## src/design/clkgen_pkg.sv

```systemverilog
// constants, types and register field map of the clock generator mode control
// Function
// (RL1) bus divider 00 divides output by one
// (RL2) range bit selects high frequency oscillator
// (RL3) gain bit selects high gain oscillator
// (RL4) crystal select and external clock keep-alive bits
// (RL5) oscillator ready flag set after crystal start
// (RL6) source select picks loop, internal, external
// (RL7) reference divider field divides by powers two
// (RL8) reference select: zero external, one internal
// (RL9) status shows reference source in use
// (RL10) status shows clock feeding the output
// (RL11) software keeps FLL reference in range
// (RL12) software keeps PLL reference in range
// (RL13) loop select bit picks PLL or FLL
// (RL14) multiplier field ignored while FLL selected
// (RL15) status shows loop actually selected
// (RL16) lock flag set once loop locked
// (RL17) low power bypass disables both loops
// (RL18) plain bypass keeps FLL running, may lock
// (RL19) bus clock is output clock halved
// (RL20) software engages PLL via bypass first
// (RL21) software enters low power internal bypass
// (RL22) reset starts FLL internal, bus divide two
// (RL23) status updates only after switch completes
package clkgen_pkg;

  // ****************************************************************
  // timing
  // ****************************************************************
  localparam int unsigned CLK_MHZ      = 20;
  localparam int unsigned OSC_INIT_NS  = 2000;
  localparam int unsigned LOCK_NS      = 4000;
  localparam int unsigned SWITCH_NS    = 150;
  localparam int unsigned OSC_INIT_CYC = (OSC_INIT_NS * CLK_MHZ + 999) / 1000;
  localparam int unsigned LOCK_CYC     = (LOCK_NS * CLK_MHZ + 999) / 1000;
  localparam int unsigned SWITCH_CYC   = (SWITCH_NS * CLK_MHZ + 999) / 1000;

  // ****************************************************************
  // register map
  // ****************************************************************
  localparam logic [2:0] ADDR_CTRL_ONE   = 3'h0;
  localparam logic [2:0] ADDR_CTRL_TWO   = 3'h1;
  localparam logic [2:0] ADDR_CTRL_THREE = 3'h2;
  localparam logic [2:0] ADDR_STATUS     = 3'h3;
  localparam logic [7:0] CTRL_ONE_RST    = 8'h04;
  localparam logic [7:0] CTRL_TWO_RST    = 8'h40;
  localparam logic [7:0] CTRL_THREE_RST  = 8'h01;

  // ****************************************************************
  // fields
  // ****************************************************************
  localparam int SRC_SEL_HI   = 7;
  localparam int SRC_SEL_LO   = 6;
  localparam int REF_DIV_HI   = 5;
  localparam int REF_DIV_LO   = 3;
  localparam int INT_REF_BIT  = 2;
  localparam int BUS_DIV_HI   = 7;
  localparam int BUS_DIV_LO   = 6;
  localparam int FREQ_HI_BIT  = 5;
  localparam int GAIN_BIT     = 4;
  localparam int LOW_PWR_BIT  = 3;
  localparam int CRYSTAL_BIT  = 2;
  localparam int EXT_ON_BIT   = 1;
  localparam int LOOP_SEL_BIT = 6;
  localparam int MULT_HI      = 3;
  localparam int MULT_LO      = 0;

  // source select codes and active source codes
  localparam logic [1:0] SRC_LOOP = 2'h0;
  localparam logic [1:0] SRC_INT  = 2'h1;
  localparam logic [1:0] SRC_EXT  = 2'h2;
  localparam logic [1:0] ACT_FLL  = 2'h0;
  localparam logic [1:0] ACT_INT  = 2'h1;
  localparam logic [1:0] ACT_EXT  = 2'h2;
  localparam logic [1:0] ACT_PLL  = 2'h3;

  typedef enum logic [2:0] {
    fll_internal_mode,
    fll_external_mode,
    fll_bypass_internal_mode,
    fll_bypass_external_mode,
    pll_external_mode,
    pll_bypass_external_mode,
    low_power_internal_bypass,
    low_power_external_bypass
  } clock_mode_e;

endpackage : clkgen_pkg

```

## src/design/clock_generator_mode_control.sv

```systemverilog
// mode control, status and output dividers of the clock generator
//
// The register addresses and the plain strobed port were decided locally.
`timescale 1ns/10ps
module clock_generator_mode_control
  import clkgen_pkg::*;
#(
  parameter int unsigned OSC_CYC    = OSC_INIT_CYC,
  parameter int unsigned LOCK_CYCS  = LOCK_CYC,
  parameter int unsigned SWITCH_CYCS = SWITCH_CYC
) (
  // clock and reset
  input  wire logic        clock,
  input  wire logic        reset_n,
  // register port
  input  wire logic [2:0]  addr,
  input  wire logic [7:0]  wdata,
  input  wire logic        wr_en,
  input  wire logic        rd_en,
  output      logic [7:0]  rdata,
  // oscillator controls
  output      logic        osc_range_high,
  output      logic        high_gain_osc,
  output      logic        ext_ref_select,
  output      logic        ext_ref_clock_enable,
  // loop controls
  output      logic        fll_enable,
  output      logic        pll_enable,
  output      logic [2:0]  reference_divider,
  output      logic [3:0]  loop_multiplier,
  output      logic        loop_locked,
  // output clock state
  output      logic [1:0]  clock_source_active,
  output      clock_mode_e clock_mode,
  output      logic        gen_clk_en,
  output      logic        bus_clk_en
);

  localparam int OSC_W  = $clog2(OSC_CYC + 1);
  localparam int LOCK_W = $clog2(LOCK_CYCS + 1);
  localparam int SW_W   = $clog2(SWITCH_CYCS + 1);

  // ****************************************************************
  // control registers
  // ****************************************************************
  logic [7:0] ctrl_one_q, ctrl_one_d;
  logic [7:0] ctrl_two_q, ctrl_two_d;
  logic [7:0] ctrl_three_q, ctrl_three_d;

  always_comb begin
    ctrl_one_d   = ctrl_one_q;
    ctrl_two_d   = ctrl_two_q;
    ctrl_three_d = ctrl_three_q;
    if (wr_en) begin
      case (addr)
        ADDR_CTRL_ONE:   ctrl_one_d   = wdata;
        ADDR_CTRL_TWO:   ctrl_two_d   = wdata;
        ADDR_CTRL_THREE: ctrl_three_d = wdata;
        default: ;
      endcase
    end
  end

  always_ff @(posedge clock or negedge reset_n) begin
    if (!reset_n) begin
      ctrl_one_q   <= CTRL_ONE_RST;  // RL22
      ctrl_two_q   <= CTRL_TWO_RST;  // RL22
      ctrl_three_q <= CTRL_THREE_RST;
    end else begin
      ctrl_one_q   <= ctrl_one_d;
      ctrl_two_q   <= ctrl_two_d;
      ctrl_three_q <= ctrl_three_d;
    end
  end

  logic [1:0] src_sel;
  logic       int_ref_sel;
  logic       loop_sel;
  logic       low_pwr;
  logic       crystal;
  logic       ext_on;

  assign src_sel     = ctrl_one_q[SRC_SEL_HI:SRC_SEL_LO];
  assign int_ref_sel = ctrl_one_q[INT_REF_BIT];
  assign loop_sel    = ctrl_three_q[LOOP_SEL_BIT];
  assign low_pwr     = ctrl_two_q[LOW_PWR_BIT];
  assign crystal     = ctrl_two_q[CRYSTAL_BIT];
  assign ext_on      = ctrl_two_q[EXT_ON_BIT];

  assign osc_range_high       = ctrl_two_q[FREQ_HI_BIT];  // RL2
  assign high_gain_osc        = ctrl_two_q[GAIN_BIT];     // RL3
  assign ext_ref_select       = crystal;                  // RL4
  assign ext_ref_clock_enable = ext_on;                   // RL4
  assign reference_divider    = ctrl_one_q[REF_DIV_HI:REF_DIV_LO];  // RL7

  // ****************************************************************
  // source switching and status
  // ****************************************************************
  logic [1:0]       act_src_q, act_src_d;
  logic             act_loop_q, act_loop_d;
  logic             act_int_q, act_int_d;
  logic [3:0]       want_q, want_d;
  logic [SW_W-1:0]  sw_cnt_q, sw_cnt_d;
  logic [1:0]       tgt_src;
  logic [3:0]       want;
  logic             switch_done;

  // target source; loop output follows the loop actually selected
  always_comb begin
    case (src_sel)
      SRC_LOOP: tgt_src = act_loop_q ? ACT_PLL : ACT_FLL;  // RL6
      SRC_INT:  tgt_src = ACT_INT;                          // RL6
      SRC_EXT:  tgt_src = ACT_EXT;                          // RL6
      default:  tgt_src = act_src_q;
    endcase
  end

  assign want        = {tgt_src, loop_sel, int_ref_sel};
  assign switch_done = (sw_cnt_q == SW_W'(SWITCH_CYCS - 1));

  always_comb begin
    act_src_d  = act_src_q;
    act_loop_d = act_loop_q;
    act_int_d  = act_int_q;
    want_d     = want;
    sw_cnt_d   = '0;
    if (want != {act_src_q, act_loop_q, act_int_q}) begin
      if (want != want_q) begin
        sw_cnt_d = '0;
      end else if (switch_done) begin
        act_src_d  = tgt_src;      // RL10 RL23
        act_loop_d = loop_sel;     // RL13 RL15
        act_int_d  = int_ref_sel;  // RL8 RL9
      end else begin
        sw_cnt_d = sw_cnt_q + SW_W'(1);
      end
    end
  end

  always_ff @(posedge clock or negedge reset_n) begin
    if (!reset_n) begin
      act_src_q  <= ACT_FLL;  // RL22
      act_loop_q <= 1'b0;
      act_int_q  <= 1'b1;
      want_q     <= {ACT_FLL, 1'b0, 1'b1};
      sw_cnt_q   <= '0;
    end else begin
      act_src_q  <= act_src_d;
      act_loop_q <= act_loop_d;
      act_int_q  <= act_int_d;
      want_q     <= want_d;
      sw_cnt_q   <= sw_cnt_d;
    end
  end

  assign clock_source_active = act_src_q;

  // operating mode from the bits in force
  always_comb begin
    case (src_sel)
      SRC_INT:
        clock_mode = low_pwr ? low_power_internal_bypass
                             : fll_bypass_internal_mode;
      SRC_EXT:
        if (low_pwr)
          clock_mode = low_power_external_bypass;
        else
          clock_mode = loop_sel ? pll_bypass_external_mode
                                : fll_bypass_external_mode;
      default:
        if (loop_sel)
          clock_mode = pll_external_mode;
        else
          clock_mode = int_ref_sel ? fll_internal_mode : fll_external_mode;
    endcase
  end

  // ****************************************************************
  // crystal start-up
  // ****************************************************************
  logic             osc_rdy_q, osc_rdy_d;
  logic [OSC_W-1:0] osc_cnt_q, osc_cnt_d;
  logic             osc_needed;

  assign osc_needed = crystal && (ext_on || !int_ref_sel || src_sel == SRC_EXT);

  always_comb begin
    osc_rdy_d = osc_rdy_q;
    osc_cnt_d = osc_cnt_q;
    if (!osc_needed) begin
      osc_rdy_d = 1'b0;
      osc_cnt_d = '0;
    end else if (osc_cnt_q == OSC_W'(OSC_CYC - 1)) begin
      osc_rdy_d = 1'b1;  // RL5
    end else begin
      osc_cnt_d = osc_cnt_q + OSC_W'(1);
    end
  end

  always_ff @(posedge clock or negedge reset_n) begin
    if (!reset_n) begin
      osc_rdy_q <= 1'b0;
      osc_cnt_q <= '0;
    end else begin
      osc_rdy_q <= osc_rdy_d;
      osc_cnt_q <= osc_cnt_d;
    end
  end

  // ****************************************************************
  // loop enables and lock
  // ****************************************************************
  logic              fll_en_q, fll_en_d;
  logic              pll_en_q, pll_en_d;
  logic [3:0]        mult_q, mult_d;
  logic              locked_q, locked_d;
  logic [LOCK_W-1:0] lock_cnt_q, lock_cnt_d;
  logic [8:0]        cfg_q, cfg_d;
  logic              lp_bypass;

  assign lp_bypass = low_pwr && (src_sel != SRC_LOOP);
  assign mult_d    = act_loop_q ? ctrl_three_q[MULT_HI:MULT_LO] : 4'h0;  // RL14
  assign cfg_d     = {reference_divider, mult_d, act_loop_q, act_int_q};

  // lock drops in the same cycle as the loop enables
  always_comb begin
    fll_en_d   = !act_loop_q && !lp_bypass;  // RL17 RL18
    pll_en_d   = act_loop_q && !lp_bypass;   // RL17
    locked_d   = locked_q;
    lock_cnt_d = lock_cnt_q;
    if (!(fll_en_d || pll_en_d) || cfg_d != cfg_q) begin
      locked_d   = 1'b0;
      lock_cnt_d = '0;
    end else if (lock_cnt_q == LOCK_W'(LOCK_CYCS - 1)) begin
      locked_d = 1'b1;  // RL16 RL18
    end else begin
      lock_cnt_d = lock_cnt_q + LOCK_W'(1);
    end
  end

  always_ff @(posedge clock or negedge reset_n) begin
    if (!reset_n) begin
      fll_en_q   <= 1'b1;
      pll_en_q   <= 1'b0;
      mult_q     <= 4'h0;
      locked_q   <= 1'b0;
      lock_cnt_q <= '0;
      cfg_q      <= {CTRL_ONE_RST[REF_DIV_HI:REF_DIV_LO], 4'h0, 1'b0, 1'b1};
    end else begin
      fll_en_q   <= fll_en_d;
      pll_en_q   <= pll_en_d;
      mult_q     <= mult_d;
      locked_q   <= locked_d;
      lock_cnt_q <= lock_cnt_d;
      cfg_q      <= cfg_d;
    end
  end

  assign fll_enable      = fll_en_q;
  assign pll_enable      = pll_en_q;
  assign loop_multiplier = mult_q;
  assign loop_locked     = locked_q;

  // ****************************************************************
  // output and bus clock enables
  // ****************************************************************
  logic [2:0] div_cnt_q, div_cnt_d;
  logic       gen_en_q, gen_en_d;
  logic       phase_q, phase_d;
  logic       bus_en_q, bus_en_d;
  logic [2:0] div_last;

  // divide by 1, 2, 4 or 8
  assign div_last = 3'((4'h1 << ctrl_two_q[BUS_DIV_HI:BUS_DIV_LO]) - 4'h1);  // RL1

  always_comb begin
    gen_en_d  = (div_cnt_q >= div_last);  // RL1
    div_cnt_d = gen_en_d ? 3'h0 : div_cnt_q + 3'h1;
    phase_d   = gen_en_d ? !phase_q : phase_q;
    bus_en_d  = gen_en_d && phase_q;  // RL19
  end

  always_ff @(posedge clock or negedge reset_n) begin
    if (!reset_n) begin
      div_cnt_q <= 3'h0;
      gen_en_q  <= 1'b0;
      phase_q   <= 1'b0;
      bus_en_q  <= 1'b0;
    end else begin
      div_cnt_q <= div_cnt_d;
      gen_en_q  <= gen_en_d;
      phase_q   <= phase_d;
      bus_en_q  <= bus_en_d;
    end
  end

  assign gen_clk_en = gen_en_q;
  assign bus_clk_en = bus_en_q;

  // ****************************************************************
  // read port
  // ****************************************************************
  logic [7:0] rdata_q, rdata_d;
  logic [7:0] status;

  assign status = {1'b0, locked_q, act_loop_q, act_int_q, act_src_q, osc_rdy_q, 1'b0};

  always_comb begin
    rdata_d = 8'h00;
    if (rd_en) begin
      case (addr)
        ADDR_CTRL_ONE:   rdata_d = ctrl_one_q;
        ADDR_CTRL_TWO:   rdata_d = ctrl_two_q;
        ADDR_CTRL_THREE: rdata_d = ctrl_three_q;
        ADDR_STATUS:     rdata_d = status;  // RL5 RL9 RL10 RL15 RL16
        default:         rdata_d = 8'h00;
      endcase
    end
  end

  always_ff @(posedge clock or negedge reset_n) begin
    if (!reset_n) begin
      rdata_q <= 8'h00;
    end else begin
      rdata_q <= rdata_d;
    end
  end

  assign rdata = rdata_q;
endmodule : clock_generator_mode_control

```

## config.mk

```make
export PLATFORM = sky130hd
export DESIGN_NAME = clock_generator_mode_control
export DESIGN_NICKNAME = d
export VERILOG_FILES = /design/src/design/clkgen_pkg.sv /design/src/design/clock_generator_mode_control.sv
export SDC_FILE = /design/constraint.sdc
export NUM_CORES = 1
export LEC_CHECK = 0
export ABC_CLOCK_PERIOD_IN_PS = 2350
export BUFFER_PORTS_ARGS = -buffer_cell sky130_fd_sc_hd__buf_2
export CAP_MARGIN = 20
export CORE_ASPECT_RATIO = 1.4
export CORE_MARGIN = 2
export CORE_UTILIZATION = 34
export DETAILED_ROUTE_END_ITERATION = 8
export GPL_ROUTABILITY_DRIVEN = 0
export PLACE_DENSITY = 0.59
export REMOVE_ABC_BUFFERS = 1
export SLEW_MARGIN = 20
export SYNTH_ARGS = -nofsm -noshare
export SYNTH_HDL_FRONTEND = slang
export SYNTH_SLANG_ARGS = --single-unit
```

## constraint.sdc

```tcl
create_clock -name clock -period 2.35 [get_ports clock]
set_input_delay 0.1175 -clock clock [delete_from_list [all_inputs] [get_ports clock]]
set_output_delay 0.1175 -clock clock [all_outputs]
set_load 0.05 [all_outputs]
```

# == After elaboration in Yosys (flattened, before gate mapping) ==
# Index checks and enable logic that the tools add are counted.
# classes
n_reduce_logical,22
div,0
shift,1
eq_ne,14
n_bitwise,1
magnitude_cmp,1
addsub,5
muxes,23
multipliers,0
# op_table
op,n
case mux 8 bit (4 select lines),1
two-way mux 3 bit,5
two-way mux 7 bit,2
two-way mux 6 bit,2
!= test 9 bit,1
two-way mux 2 bit,4
two-way mux 8 bit,1
!= test 4 bit,2
adder 7 x 1 -> 7 bit (second input constant),1
== test 7 bit (second input constant),1
adder 6 x 1 -> 6 bit (second input constant),1
== test 3 x 2 -> 1 bit (second input constant),2
== test 6 bit (second input constant),1
case mux 2 bit (3 select lines),1
case mux 3 bit (2 select lines),1
AND reduction 2 bit,3
logical AND 1 bit,5
zero test 1 bit,5
two-way mux 1 bit,5
== test 2 bit (second input constant),2
logical OR 1 bit,4
two-way mux 4 bit,1
!= test 2 bit (second input constant),2
nonzero test 2 bit,2
12 further kinds,12
# totals
mem_count,0
reg_bits,78
out_inout_bits,29
romBits,0
latchBits,0
ram_bits,0
in_bits,15
wordCells,88

# == Longest topological paths before layout ==
# Gate-level depths: netlist of the first run.
# depth
ltp_word,8
ltp_mapped,7

# == Worst setup path after synthesis of the first run ==
# OpenSTA, ideal clock, no wires.
# synth_timing
kind,register to register
startpoint,register act_src_q[1] (netlist: clock_source_active[1])
endpoint,register act_src_q[0] (netlist: clock_source_active[0])
stages_incl_launch_ff,6
path_slack_ns,0.171
synth_period_minus_slack_ns,2.179
t_arrival_ns,2.054
t_required_ns,2.225
path_cell_list,dfrtp_1 -> and2b_1 -> o21ai_2 -> o2111ai_2 -> or4_4 -> mux2_4
# synth_via
elab_chain_cells,4
elab_cells_between_ends,5
cone_classes,2 x eq/ne; 1 x mux; 1 x bitwise; 1 x reduce/logical
# synth_rtl
element,line,source
"start, declared",clock_generator_mode_control.sv:99,"logic [1:0] act_src_q, act_src_d;"
"start signal, assigned",clock_generator_mode_control.sv:148,act_src_q <= act_src_d;
case mux 2 bit (3 select lines),clock_generator_mode_control.sv:110,case (src_sel)
!= test 4 bit,clock_generator_mode_control.sv:128,if (want != want_q) begin
inverter 1 bit (no line),-,
AND reduction 3 bit (no line) *,-,
# Every way passes the cells marked *; elsewhere a longest branch is shown, timed or not.
# A chain may end at the register's enable or synchronous reset.

# == Worst setup path in the final report of the first run ==
# layout_timing
startpoint,register ctrl_one_q[7]
endpoint,register act_src_q[0] (netlist: clock_source_active[0])
# layout_via
elab_chain_cells,5
elab_cells_between_ends,8
cone_classes,4 x eq/ne; 1 x mux; 1 x bitwise; 2 x reduce/logical
# layout_rtl
element,line,source
"start, declared",clock_generator_mode_control.sv:46,"logic [7:0] ctrl_one_q, ctrl_one_d;"
"start signal, assigned",clock_generator_mode_control.sv:70,ctrl_one_q <= ctrl_one_d;
== test 2 bit (tied with other cells),clock_generator_mode_control.sv:110,
case mux 2 bit (3 select lines) *,clock_generator_mode_control.sv:110,
!= test 4 bit,clock_generator_mode_control.sv:128,
inverter 1 bit (no line),-,
AND reduction 3 bit (no line),-,
# Marked as above.

==> impl_metrics.py, run 1 <==
metrics = {
    "place": {
        "placed_cells": 465,
        "io_buffers": 43,
        "place_area_mm2": 0.00377,
        "hpwl_um": 5220,
        "dp_slack_ns": 0.0523,
    },
    "routing": {
        "firstDrtPassIters": 4,
        "drc_errors": 0,
        "wl_um": 7340,
        "wire_per_inst_um": 15.2,
        "drt.antenna.violating_nets": 0,
        "vias_per_cell": 4.76,
        "drtIter0Drc": 73,
        "routed-via-count": 2295,
    },
    "sta": {
        "rsz0062_at_grt": "false",
        "setup_ws_ns": 0.100,
        "fmax_mhz": 444,
        "finalSetupViolations": 0,
        "period_needed_ns": 2.25,
        "whs_ns": 0.0144,
        "hold_viol_final": 0,
        "relSlewSlack_pct": 37.1,
        "period_share_pct": 95.7,
        "tns_ns": 0,
        "max_slew.worst_pin.slew_ns": 0.943,
        "finalClockSkew_ns": 0.00493,
        "maxSlewViolCount": 0,
    },
    "worst_setup_path": {
        "crit_top_cell": "a31oi_1",
        "cp.arrival_ns": 2.47,
        "start_kind": "register",
        "path_max_fanout": 4,
        "cp-end-kind": "register",
        "crit_buf_inv": 1,
        "crit_family": "simple AND/OR/NAND/NOR gates",
        "cp.required_ns": 2.57,
        "worstPathCellList": "inv_2 > ha_4 > nand2_1 > a31oi_1 > a31oi_1 > or4_4 > mux2_4",
        "slowest_stage": "or4_4",
        "slowest_delay_ns": 0.57,
        "crit_type": "register to register",
    },
    "synth": {
        "seq_area_frac_synth_pct": 53.7,
        "synth_most_common_cell": "dfrtp_1",
        "synth_area_mm2": 0.00347,
        "async_flop_share_pct": 100,
        "syn_area_per_cell_um2": 11.6,
        "synth_area_leaders": "dfrtp_1 48%, mux2_2 7.1%, dfstp_2 5.3%, mux2i_1 4.0%, ha_1 3.6%",
        "yosysWarnings": 0,
        "synth_top_area_share_pct": 48.4,
        "synth.largest_area_cell": "dfrtp_1",
        "synthTopCellsByCount": "67 x dfrtp_1, 32 x nor2_1, 22 x mux2_2",
        "synthCells": 300,
        "synthDistinctLibCells": 48,
        "ys.flop_type": "dfrtp_1",
        "synth-seq-cells": 74,
        "synth_edf_count": 0,
    },
    "power": {
        "leakage_nw": 1.92,
        "ir_drop_uv": 371,
        "power.density_mw_per_mm2": 1050,
        "power_mw": 4.36,
    },
    "grt": {
        "antenna_found_initial": 0,
        "grt_pass1_vias": 2368,
        "grt_max_degree": 75,
        "track_usage_pct": 14.9,
        "grt_pass1_wl_um": 12000,
        "grt_overflow": 0,
    },
    "finish": {
        "area_growth_pct": 20.3,
        "design_area_mm2": 0.00417,
        "drive_gt1_share_pct": 32.0,
        "antenna_cells": 0,
        "final_cells": 482,
        "fin_util_pct": 42.1,
        "layout.nets": 367,
    },
    "floorplanning": {
        "core_area_mm2": 0.00990,
        "die_area_mm2": 0.0110,
        "row_count": 43,
        "die_w_um": 89.3,
        "start_util_pct": 35.0,
        "io_pins": 44,
        "die_y_um": 123,
    },
    "clocking": {
        "cts_max_level": 3,
        "clk_pin_slew_worst_paths_ns": 0.06,
        "cts.sinks": 74,
        "cts_buffer_depth": 2,
        "clock-root-buffer": "clkbuf_16",
        "cts_tree": "built",
        "cts_buffers": 9,
        "post-cts-setup-buffer-count": 0,
        "clk_latency_ns": 0.34,
    },
    "worst_hold_path": {
        "min_path_type": "primary input to register",
    },
    "run_status": {
        "status": "finished clean",
    },
    "job": {
        "cap_violations": 0,
    },
}
==> worst register-to-register path, cell delays in order (launching register included) <==
cell	delay [ns]
dfrtp_1	0.44
inv_2	0.14
ha_4	0.17
nand2_1	0.11
a31oi_1	0.25
a31oi_1	0.14
or4_4	0.57
mux2_4	0.31
==> final timing paths <==
kind,slack (ns),depth (start not counted),startpoint,end
worst max-delay path,0.10,7,ctrl_one_q[7]$_DFFE_PN0P_,clock_source_active[0]$_DFFE_PN0P_
max in group asynchronous,1.25,2,reset_n,ctrl_one_q[6]$_DFFE_PN0P_
worst min-delay path,0.01,3,wdata[3],ctrl_two_q[3]$_DFFE_PN0P_
worst min register to register,0.41,0,act_int_q$_DFFE_PN1P_,cfg_q[0]$_DFF_PN1_
min in group asynchronous,0.46,2,reset_n,rdata[0]$_DFF_PN0_
worst max register to register,0.10,7,ctrl_one_q[7]$_DFFE_PN0P_,clock_source_active[0]$_DFFE_PN0P_
==> cells by family (layout without fill, tap and decap cells) <==
group,count (synthesis),after routing,share of synthesized area [%]
mux,39,39,12.7
fa+ha+maj,10,10,3.61
simple gates,98,98,14.4
flops,74,74,53.7
buf+inv,23,70,3.54
xor+xnor,22,22,5.56
compound gates,34,34,6.53
==> cell type report <==
class / count / area (µm²)
fillers: 966 / 5730
flip-flops and latches: 74 / 1860
multi-input cells: 203 / 1530
clock buffers: 12 / 256
repair buffers: 46 / 243
well taps: 135 / 169
clock inverters: 4 / 73.8
inverters: 8 / 30.0
==> power by group <==
part           total [mW]  internal [mW]  switching [mW]
registers            1.70           1.51           0.191
logic                1.15          0.432           0.718
clock network        1.51          0.987           0.519
==> layer usage <==
metal / wire length [µm] / up-vias / track usage (%) / part of all wire, %
met5: 0 / - / 0 / 0
met4: 201 / 0 / 8.68 / 2.7
met3: 263 / 14 / 3.47 / 3.6
met2: 3860 / 39 / 25.4 / 53
met1: 3020 / 1139 / 16.6 / 41
li1: - / 1103 / - / -
==> sequential cells by signal, indices dropped and copies added (netlist names) <==
register / flops
div_cnt_q: 3
act_loop_q: 1
cfg_q: 9
osc_cnt_q: 6
osc_rdy_q: 1
rdata: 8
clock_source_active: 2
gen_clk_en: 1
ctrl_one_q: 8
ctrl_two_q: 8
act_int_q: 1
want_q: 4
pll_enable: 1
lock_cnt_q: 7
bus_clk_en: 1
phase_q: 1
ctrl_three_q: 8
fll_enable: 1
loop_locked: 1
sw_cnt_q: 2
==> cells in the final DEF, fill, tap and decap left out, types with 4 or more instances in the layout <==
master / n
dfrtp_1: 66
buf_2: 42
nor2_1: 32
mux2_2: 22
nand2_1: 16
mux2i_1: 14
xnor2_1: 13
and2_1: 13
nand3_1: 9
xor2_1: 9
clkbuf_16: 9
o21ai_0: 7
dfstp_2: 7
inv_1: 6
o22ai_1: 6
ha_1: 6
a21oi_1: 5
a31oi_1: 4
nor3_1: 4
==> what timing repair did <==
action,4_1_cts,5_1_grt
resized for setup,0,12
hold buffers,1,0
endpoints found under the setup margin,0,2
hold endpoints to repair,67,0
(Power assumes the default switching activity.)
==> inputs of run 2 (changes only) <==
--- a/config.mk
+++ b/config.mk
@@ -8,11 +8,10 @@
 export ABC_CLOCK_PERIOD_IN_PS = 2350
 export BUFFER_PORTS_ARGS = -buffer_cell sky130_fd_sc_hd__buf_2
 export CAP_MARGIN = 20
-export CORE_ASPECT_RATIO = 1.4
+export CORE_ASPECT_RATIO = 1.2
 export CORE_MARGIN = 2
 export CORE_UTILIZATION = 34
 export DETAILED_ROUTE_END_ITERATION = 8
-export GPL_ROUTABILITY_DRIVEN = 0
 export PLACE_DENSITY = 0.59
 export REMOVE_ABC_BUFFERS = 1
 export SLEW_MARGIN = 20
==> impl_metrics.py, run 2 (synthesis results as in run 1) <==
metrics = {
    "run_status": {
        "status": "finished clean",
    },
    "sta": {
        "rsz0062_at_grt": "false",
        "finalSetupViolations": 0,
        "maxSlewViolCount": 0,
        "fmax_mhz": 448,
        "tns_ns": 0,
        "relSlewSlack_pct": 38.4,
        "whs_ns": 0.0217,
        "finalClockSkew_ns": 0.00298,
        "hold_viol_final": 0,
        "period_share_pct": 95.1,
        "period_needed_ns": 2.23,
        "max_slew.worst_pin.slew_ns": 0.924,
    },
    "grt": {
        "antenna_found_initial": 0,
        "grt_pass1_vias": 2350,
        "grt_overflow": 0,
        "grt_max_degree": 75,
        "grt_pass1_wl_um": 11700,
        "track_usage_pct": 14.4,
    },
    "power": {
        "power.density_mw_per_mm2": 1020,
        "leakage_nw": 1.90,
        "ir_drop_uv": 335,
        "clkPwrFrac_pct": 32.0,
        "p_comb_share_pct": 27.0,
        "sw_frac_of_total_pct": 34.1,
        "p_sw_mw": 1.42,
        "p_int_mw": 2.74,
        "power_mw": 4.16,
        "p_seq_share_pct": 41.0,
    },
    "finish": {
        "antenna_cells": 0,
        "largest_register_ffs": 9,
        "final_cell_mix": "67 x dfrtp_1, 42 x buf_2, 32 x nor2_1",
        "largest-register": "cfg_q",
        "area_growth_pct": 17.6,
        "fin_util_pct": 40.9,
        "layout.nets": 367,
        "drive_gt1_share_pct": 30.5,
        "final_common_cell": "dfrtp_1",
        "final_cells": 473,
        "fillers": 959,
    },
    "routing": {
        "wire_per_inst_um": 15.3,
        "vias_per_cell": 4.86,
        "drtIter0Drc": 85,
        "wl_um": 7220,
        "firstDrtPassIters": 4,
        "drc_errors": 0,
        "drt.antenna.violating_nets": 0,
        "routed-via-count": 2299,
    },
    "worst_setup_path": {
        "crit_top_cell": "a31oi_1",
        "cp.required_ns": 2.57,
        "start_kind": "register",
        "worstPathCellList": "inv_1 > ha_1 > xnor2_1 > a31oi_1 > a31oi_1 > or4_4 > mux2_4",
        "cp.arrival_ns": 2.45,
        "cp-end-kind": "register",
        "crit_type": "register to register",
        "path_max_fanout": 6,
        "crit_family": "simple AND/OR/NAND/NOR gates",
        "slowest_stage": "or4_4",
        "slowest_delay_ns": 0.57,
        "crit_buf_inv": 1,
    },
    "place": {
        "gp_congestion": 0.809,
        "hpwl_um": 5040,
        "placed_cells": 456,
        "io_buffers": 43,
    },
    "job": {
        "cap_violations": 0,
    },
    "clocking": {
        "clock-root-buffer": "clkbuf_16",
        "clk_latency_ns": 0.34,
        "cts_buffers": 9,
        "clk_pin_slew_worst_paths_ns": 0.06,
        "cts.sinks": 74,
        "cts_max_level": 3,
        "cts_buffer_depth": 2,
        "cts_tree": "built",
    },
    "floorplanning": {
        "die_area_mm2": 0.0110,
        "die_w_um": 96.2,
        "core_area_mm2": 0.00996,
        "die_y_um": 115,
        "io_pins": 44,
        "start_util_pct": 34.8,
        "row_count": 40,
    },
    "worst_hold_path": {
        "min_path_type": "primary input to register",
    },
}
## run 2: cell types whose count changed in the layout (fill, tap and decap cells not counted), sizes merged
| cell | previous run | this run |
|---|---|---|
| clkinvlp | 0 | 1 |
| clkinv | 2 | 4 |
| bufinv | 2 | 1 |
| clkbuf | 12 | 10 |
## run 2: metal layers
metal / share of wire, % / up-vias / track usage [%]
li1: - / 1107 / -
met1: 44 / 1139 / 17.8
met2: 49 / 39 / 22.4
met3: 3.8 / 14 / 3.75
met4: 3.3 / 0 / 8.57
met5: 0 / - / 0
## run 2: per-stage QoR
stage          cell area, µm²  setup WS, ns
6_report                 4080         0.116
5_1_grt                  4080        0.0110
4_1_cts                  4060        0.0355
3_5_place_dp             3760        0.0512
3_3_place_gp             3760         0.104
2_1_floorplan            3370         0.171
## run 2: layout make-up
cell class,count,area (µm²),share of cell area (%)
sequential,74,1860,45.6
multi-input combinational,203,1500,36.8
timing repair buffer,46,243,5.95
clock buffer,10,229,5.62
tap,126,158,3.87
clock inverter,6,57.6,1.41
inverter,8,30.0,0.737
## run 2: worst reg2reg max path, delay by kind of cell, from the launching register on
family / cells / cell delay (ns)
muxes: 1 / 0.31
adders and majority gates: 1 / 0.30
and+or+nand+nor: 1 / 0.57
buffers and inverters: 1 / 0.12
AOI/OAI and AO/OA: 2 / 0.32
DFF: 1 / 0.41
xor gates and xnor gates: 1 / 0.10
## run 2: path summary, 6_finish.rpt
path | end | startpoint | slack (ns) | cells after the start
max reg2reg | clock_source_active[1]$_DFFE_PN0P_ | ctrl_one_q[7]$_DFFE_PN0P_ | 0.12 | 7
min reg2reg | cfg_q[0]$_DFF_PN1_ | act_int_q$_DFFE_PN1P_ | 0.42 | 0
min | ctrl_two_q[7]$_DFFE_PN0P_ | wdata[7] | 0.02 | 3
max | clock_source_active[1]$_DFFE_PN0P_ | ctrl_one_q[7]$_DFFE_PN0P_ | 0.12 | 7
max in group asynchronous | rdata[7]$_DFF_PN0_ | reset_n | 1.29 | 2
min in group asynchronous | osc_cnt_q[4]$_DFFE_PN0P_ | reset_n | 0.46 | 2
## run 2: power groups by stage
stage | clock network (mW) | registers, mW | logic (mW)
detailed placement | 0 | 1.73 | 1.12
global route | 1.41 | 1.74 | 1.24
CTS | 1.36 | 1.71 | 1.12
global placement | 0 | 1.72 | 1.09
floorplan | 0 | 1.89 | 0.639
finish | 1.33 | 1.70 | 1.12
## run 2: what timing repair did
item	in CTS	in global routing
endpoints found under the setup margin	0	2
gates resized for setup	0	4
hold buffers	1	0
buffers inserted	0	0
hold endpoints to repair	67	0
